[config.mk]
export PLATFORM = sky130hd
export DESIGN_NAME = lst_serializer_tx
export DESIGN_NICKNAME = d
export VERILOG_FILES = /design/src/hw/lst_pkg.sv /design/src/hw/lst_serializer_tx.sv
export SDC_FILE = /design/constraint.sdc
export NUM_CORES = 1
export LEC_CHECK = 0
export BUFFER_PORTS_ARGS = -buffer_cell sky130_fd_sc_hd__buf_2
export CELL_PAD_IN_SITES_DETAIL_PLACEMENT = 1
export CELL_PAD_IN_SITES_GLOBAL_PLACEMENT = 2
export CORE_UTILIZATION = 29
export DETAILED_ROUTE_END_ITERATION = 7
export HOLD_SLACK_MARGIN = 0.06
export PLACE_DENSITY_LB_ADDON = 0.1
export SKIP_LAST_GASP = 1
export SYNTH_ARGS = -nofsm -noshare
export SYNTH_HDL_FRONTEND = slang
export SYNTH_SLANG_ARGS = --single-unit
[constraint.sdc]
create_clock -name clk_in -period 98.1 [get_ports clk_in]
set_input_delay 29.43 -clock clk_in [delete_from_list [all_inputs] [get_ports clk_in]]
set_output_delay 29.43 -clock clk_in [all_outputs]
set_load 0.01 [all_outputs]
[src/hw/lst_pkg.sv]
// Constants and types shared by the multi-channel serializing transmitter.
// Assumes a single fast serial clock; the parallel word rate is derived from it.
package lst_pkg;

  localparam int DEF_NUM_CHANNELS  = 44;
  localparam int DEF_SER_FACTOR    = 10;
  localparam int DEF_CLK_DIV_RATIO = 10;
  localparam int MIN_SER_FACTOR    = 2;
  localparam int MIN_DIV_RATIO     = 2;
  localparam int DDR_SER_FACTOR    = 2;

  typedef enum logic [0:0] {
    ST_IDLE = 1'b0,
    ST_RUN  = 1'b1
  } lst_state_t;

  // High time of the forwarded clock in fast cycles; odd ratios cannot split evenly
  function automatic int lst_fwd_high(input int ratio);
    if ((ratio % 2) == 0) begin
      return ratio / 2;
    end
    return (ratio + 1) / 2;
  endfunction

endpackage

[src/hw/lst_serializer_tx.sv]
// Multi-channel serializer with forwarded clock, built from logic cells.
// Assumes clk_in is the fast serial clock from the PLL and that the core
// presents par_data_in in the clk_in domain, held until word_take_out pulses.
`timescale 1ns/1ps
`default_nettype none

module lst_serializer_tx
  import lst_pkg::*;
#(
  parameter int NUM_CHANNELS  = DEF_NUM_CHANNELS,
  parameter int SER_FACTOR    = DEF_SER_FACTOR,
  parameter int CLK_DIV_RATIO = DEF_CLK_DIV_RATIO
) (
  input  wire logic                               clk_in,
  input  wire logic                               resetn_in,
  input  wire logic                               data_clear_in,
  input  wire logic                               pll_locked_in,
  input  wire logic [NUM_CHANNELS*SER_FACTOR-1:0] par_data_in,
  output logic      [NUM_CHANNELS-1:0]            ser_out,
  output logic                                    fwd_clk_out,
  output logic                                    word_take_out,
  output logic                                    tx_active_out
);

  localparam int WCW     = $clog2(SER_FACTOR);
  localparam int DCW     = $clog2(CLK_DIV_RATIO);
  localparam int FWD_HI  = lst_fwd_high(CLK_DIV_RATIO);
  localparam logic [WCW-1:0] LAST_BIT = WCW'(SER_FACTOR - 1);
  localparam logic [DCW-1:0] LAST_DIV = DCW'(CLK_DIV_RATIO - 1);
  localparam logic [DCW-1:0] HI_CNT   = DCW'(FWD_HI);

  if (SER_FACTOR < MIN_SER_FACTOR || NUM_CHANNELS < 1 || CLK_DIV_RATIO < MIN_DIV_RATIO) begin : g_bad
    $error("lst_serializer_tx: unsupported parameter values");
  end

  // Clear acts like reset but leaves the PLL alone; release is not synchronised,
  // the lock synchroniser restarts the link cleanly afterwards
  logic rst_n;
  assign rst_n = resetn_in & ~data_clear_in;

  logic       lock_s1_q;
  logic       lock_s2_q;
  lst_state_t state_q;
  logic [WCW-1:0] bit_q;
  logic [DCW-1:0] div_q;
  logic [DCW-1:0] div_d;
  logic           run_q;
  logic           load;
  logic           shift_en;

  always_ff @(posedge clk_in or negedge rst_n) begin
    if (!rst_n) begin
      lock_s1_q <= 1'b0;
      lock_s2_q <= 1'b0;
    end else begin
      lock_s1_q <= pll_locked_in;
      lock_s2_q <= lock_s1_q;
    end
  end

  assign run_q = (state_q == ST_RUN);
  assign load  = lock_s2_q && (!run_q || bit_q == LAST_BIT);
  // Lock loss must silence the lanes at once, not one bit later
  assign shift_en = run_q && lock_s2_q;

  always_ff @(posedge clk_in or negedge rst_n) begin
    if (!rst_n) begin
      state_q <= ST_IDLE;
    end else begin
      case (state_q)
        ST_IDLE: begin
          if (lock_s2_q) begin
            state_q <= ST_RUN;
          end
        end
        ST_RUN: begin
          if (!lock_s2_q) begin
            state_q <= ST_IDLE;
          end
        end
        default: state_q <= ST_IDLE;
      endcase
    end
  end

  always_ff @(posedge clk_in or negedge rst_n) begin
    if (!rst_n) begin
      bit_q         <= '0;
      word_take_out <= 1'b0;
      tx_active_out <= 1'b0;
    end else begin
      bit_q         <= load ? '0 : (run_q ? bit_q + 1'b1 : '0);
      word_take_out <= load;
      tx_active_out <= lock_s2_q;
    end
  end

  // Per-channel data path, MSB of each channel group leaves first
  if (SER_FACTOR == DDR_SER_FACTOR) begin : g_ddr
    logic [NUM_CHANNELS-1:0] lo_q;
    always_ff @(posedge clk_in or negedge rst_n) begin
      if (!rst_n) begin
        ser_out <= '0;
        lo_q    <= '0;
      end else begin
        for (int c = 0; c < NUM_CHANNELS; c++) begin
          if (load) begin
            ser_out[c] <= par_data_in[c*SER_FACTOR+1];
            lo_q[c]    <= par_data_in[c*SER_FACTOR];
          end else begin
            ser_out[c] <= shift_en ? lo_q[c] : 1'b0;
          end
        end
      end
    end
  end else begin : g_shift
    logic [SER_FACTOR-1:0] sh_q [NUM_CHANNELS];
    always_ff @(posedge clk_in or negedge rst_n) begin
      if (!rst_n) begin
        ser_out <= '0;
        for (int c = 0; c < NUM_CHANNELS; c++) begin
          sh_q[c] <= '0;
        end
      end else begin
        for (int c = 0; c < NUM_CHANNELS; c++) begin
          if (load) begin
            ser_out[c] <= par_data_in[c*SER_FACTOR+SER_FACTOR-1];
            sh_q[c]    <= par_data_in[c*SER_FACTOR +: SER_FACTOR] << 1;
          end else if (shift_en) begin
            ser_out[c] <= sh_q[c][SER_FACTOR-1];
            sh_q[c]    <= sh_q[c] << 1;
          end else begin
            ser_out[c] <= 1'b0;
          end
        end
      end
    end
  end

  // Forwarded clock; restarts with the first word, so it stays word aligned while SER_FACTOR is a multiple of CLK_DIV_RATIO
  always_comb begin
    if (!run_q || div_q == LAST_DIV) begin
      div_d = '0;
    end else begin
      div_d = div_q + 1'b1;
    end
  end

  always_ff @(posedge clk_in or negedge rst_n) begin
    if (!rst_n) begin
      div_q       <= '0;
      fwd_clk_out <= 1'b0;
    end else if (!lock_s2_q) begin
      div_q       <= '0;
      fwd_clk_out <= 1'b0;
    end else begin
      div_q       <= div_d;
      fwd_clk_out <= (div_d < HI_CNT);
    end
  end

  // Helper counters for checks
  logic [WCW:0] since_q;
  logic         first_q;
  logic [DCW:0] hi_len_q;
  always_ff @(posedge clk_in or negedge rst_n) begin
    if (!rst_n) begin
      since_q  <= '0;
      first_q  <= 1'b1;
      hi_len_q <= '0;
    end else begin
      since_q  <= word_take_out ? '0 : since_q + 1'b1;
      first_q  <= word_take_out ? 1'b0 : (first_q || !run_q);
      hi_len_q <= fwd_clk_out ? hi_len_q + 1'b1 : '0;
    end
  end

  AST_IDLE_QUIET: assert property (@(posedge clk_in) disable iff (!rst_n)
    !run_q |-> (ser_out == '0 && !fwd_clk_out))
    else $error("Transmitter active before lock");

  AST_START_ON_LOCK: assert property (@(posedge clk_in) disable iff (!rst_n)
    (!run_q && lock_s2_q) |=> (run_q && word_take_out && fwd_clk_out))
    else $error("Serializing did not start on edge after lock");

  AST_STOP_ON_UNLOCK: assert property (@(posedge clk_in) disable iff (!rst_n)
    (run_q && !lock_s2_q) |=> ((!run_q && ser_out == '0 && !fwd_clk_out) ##1 !word_take_out))
    else $error("Transmitter kept running after lock loss");

  AST_WORD_PERIOD: assert property (@(posedge clk_in) disable iff (!rst_n)
    (word_take_out && !first_q) |-> (since_q == (WCW+1)'(SER_FACTOR - 1)))
    else $error("Word period differs from factor");

  AST_MSB_FIRST: assert property (@(posedge clk_in) disable iff (!rst_n)
    word_take_out |-> ser_out[0] == $past(par_data_in[SER_FACTOR-1]))
    else $error("First serial bit is not the group MSB");

  AST_SECOND_BIT: assert property (@(posedge clk_in) disable iff (!rst_n)
    (word_take_out && lock_s2_q) |=> ser_out[NUM_CHANNELS-1] ==
      $past(par_data_in[NUM_CHANNELS*SER_FACTOR-2], 2))
    else $error("Second serial bit out of order");

  AST_FWD_HIGH: assert property (@(posedge clk_in) disable iff (!rst_n)
    (run_q && $fell(fwd_clk_out) && $past(lock_s2_q)) |-> hi_len_q == (DCW+1)'(FWD_HI))
    else $error("Forwarded clock high time wrong");

  AST_CLEAR: assert property (@(posedge clk_in) disable iff (!resetn_in)
    data_clear_in |-> (!run_q && ser_out == '0 && !word_take_out && !lock_s2_q))
    else $error("Clear did not reset transmitter");

  COV_START: cover property (@(posedge clk_in) disable iff (!rst_n)
    !run_q ##1 run_q);
  COV_TWO_WORDS: cover property (@(posedge clk_in) disable iff (!rst_n)
    word_take_out && !first_q);
  COV_UNLOCK: cover property (@(posedge clk_in) disable iff (!rst_n)
    run_q ##1 !run_q);
  COV_CLEAR: cover property (@(posedge clk_in) disable iff (!resetn_in)
    data_clear_in ##1 !data_clear_in);

endmodule

`default_nettype wire

==> results.json <==
{
  "vias": 15100,
  "nFillCells": 7112,
  "syn-instance-count": 1772,
  "synth_area_leaders": "dfrtp_1, nor2_1, o22ai_1",
  "synth.most_common_cell": "nor2_1",
  "syn_nets": 2220,
  "ys_seq_area_share_pct": 62.0,
  "fin_nets": 2648,
  "grt_overflow_total": 0,
  "p_total_mw": 0.467,
  "dp.cells": 2982,
  "grt_pass1_wl_um": 97500,
  "clk_latency_ns": 0.58,
  "crit_type": "in -> async",
  "die_h_um": 253,
  "rsz0062_at_grt": "no",
  "synth_ff_type": "dfrtp_1",
  "wl_per_cell_um": 20.3,
  "peakVddDrop_mv": 0.0119,
  "drt-initial-drc-count": 708,
  "grt_usage_pct": 19.6,
  "yosysWarnings": 0,
  "skew_ns": 0.0125,
  "finalHoldViolCount": 0,
  "slew_viol_final": 0,
  "initial_core_util_pct": 29.5,
  "drc": 0,
  "synth_area_mm2": 0.0183,
  "critical_path_arrival_ns": 31.97,
  "fmax_mhz": 31.9,
  "grt_pass1_vias": 16400,
  "dp.final_hpwl_um": 40600,
  "ios": 491,
  "synth.distinct_cells": 30,
  "portBuffers": 490,
  "place.gp.congestion": 0.740,
  "htreeDepth": 2,
  "post-route-util_pct": 37.1,
  "clk_pin_slew_worst_paths_ns": 0.06,
  "clockBufferDepth": 3,
  "synth_edf_count": 0,
  "setup_violations": 0,
  "worstMarginPinSlew_ns": 1.10,
  "multiInputGateArea_mm2": 0.00608,
  "die_x_um": 253,
  "cts_root_buf": "clkbuf_16",
  "firstDrtPassIters": 7,
  "period_needed_ns": 31.39,
  "cts_tree": "yes",
  "period_share_pct": 32.0,
  "placement_rows": 91,
  "setup-tns-final_ns": 0,
  "regArea_mm2": 0.0113,
  "synth-seq-cells": 453,
  "powerDensity_mw_per_mm2": 20.3,
  "ys_top_cells_by_count": "nor2_1, dfrtp_1, o22ai_1",
  "grt_antenna_before_repair": 46,
  "hold_slack_ns": 0.352,
  "drv_cap": 0,
  "cts.hold.buffers_added": 0,
  "slew_headroom_pct": 26.8,
  "outcome": "completed",
  "antenna_left": 0,
  "cts_resized": 0,
  "synthArstFlopShare_pct": 100,
  "min_path_type": "reg -> reg",
  "post_cts_buffers": 0,
  "clkSinkCount": 453,
  "dieArea_mm2": 0.0641,
  "core_mm2": 0.0621,
  "synth_area_per_cell_um2": 10.3,
  "yosysTopAreaCell": "dfrtp_1",
  "drive_gt1_share_pct": 26.3,
  "required_ns": 98.68,
  "instances_no_fill": 3092,
  "viasPerCell": 4.90,
  "cts_buffers": 53,
  "grt_max_degree": 160,
  "p_leak_nw": 10.8,
  "area_growth_pct": 25.8,
  "synth_top_area_share_pct": 62.0,
  "routed_wl_um": 62800,
  "crit_path_end_kind": "async pin",
  "worst_setup_path_start_kind": "input port",
  "worstPathMaxFanout": 159
}
-- flip-flops by register name, summed over array words and instances, names as in the netlist --
signal / cells
g_shift.sh_q: 396
ser_out: 44
bit_q: 4
div_q: 4
fwd_clk_out: 1
lock_s1_q: 1
lock_s2_q: 1
run_q: 1
word_take_out: 1
-- worst max-delay path: stages --
cell and delay (ns):
buf_2 0.11, nor2b_4 0.63, buf_12 0.64, buf_4 0.87
-- placed cells by master, fill, tap and decap left out, types with 2 or more instances in the layout --
cell type,instances
nor2_1,496
buf_2,490
dfrtp_1,452
o22ai_1,244
nor2b_1,85
a221o_1,85
nand2_1,70
inv_1,69
clkbuf_16,53
o21ai_0,44
a22o_1,44
o221ai_1,23
clkbuf_1,19
diode_2,18
buf_4,17
clkinv_2,10
clkbuf_8,7
ha_1,4
nand3_1,3
bufinv_16,3
nand3b_1,2
xnor2_1,2
xor2_1,2
-- final timing paths --
path / from / end / slack, ns / depth (start not counted)
max: data_clear_in / ser_out[32] / 66.71 / 4
min: lock_s1_q / lock_s2_q / 0.35 / 0
max reg2reg: lock_s2_q / g_shift.sh_q[299] / 94.15 / 6
min reg2reg: lock_s1_q / lock_s2_q / 0.35 / 0
max in group clk_in: run_q / tx_active_out / 67.37 / 1
min in group asynchronous: resetn_in / g_shift.sh_q[45] / 29.06 / 2
-- cells by family after synthesis --
group | count (synthesis) | synth area share [%]
compound gates | 446 | 17.7
xor+xnor | 4 | 0.192
buf+inv | 205 | 4.92
flops | 453 | 62.0
fa+ha+maj | 4 | 0.274
simple gates | 660 | 14.9
-- metrics by stage --
stage | instance area, um2 | worst slack, ns
floorplan | 18300 | 39.65
CTS | 23000 | 66.67
global route | 23000 | 66.39
finish | 23000 | 66.71
global placement | 21300 | 66.08
detailed placement | 21300 | 66.01
-- power breakdown --
group	switching [mW]	total (mW)	internal [mW]
logic	0.0290	0.0540	0.0249
registers	0.0131	0.222	0.209
clock network	0.0786	0.191	0.112
total	0.121	0.467	0.346
-- area by class of cell --
cell class	instances	area share, %
Clock inverter	13	0.609
Antenna cell	18	0.196
Inverter	70	1.16
Sequential cell	453	49.3
Multi-Input combinational cell	1114	26.4
Timing Repair Buffer	508	11.3
Tap cell	837	4.55
Clock buffer	79	6.49
-- metal layers --
| metal | vias up | wire length, um | GRT usage [%] | share of wire [%] |
|---|---|---|---|---|
| met5 | - | 333 | 0 | 0.53 |
| met4 | 50 | 1240 | 5.33 | 2.0 |
| met3 | 123 | 3880 | 5.49 | 6.2 |
| met2 | 322 | 30100 | 31.9 | 48 |
| met1 | 7594 | 27200 | 25.4 | 43 |
| li1 | 7057 | - | - | - |
(Power assumes the default switching activity.)
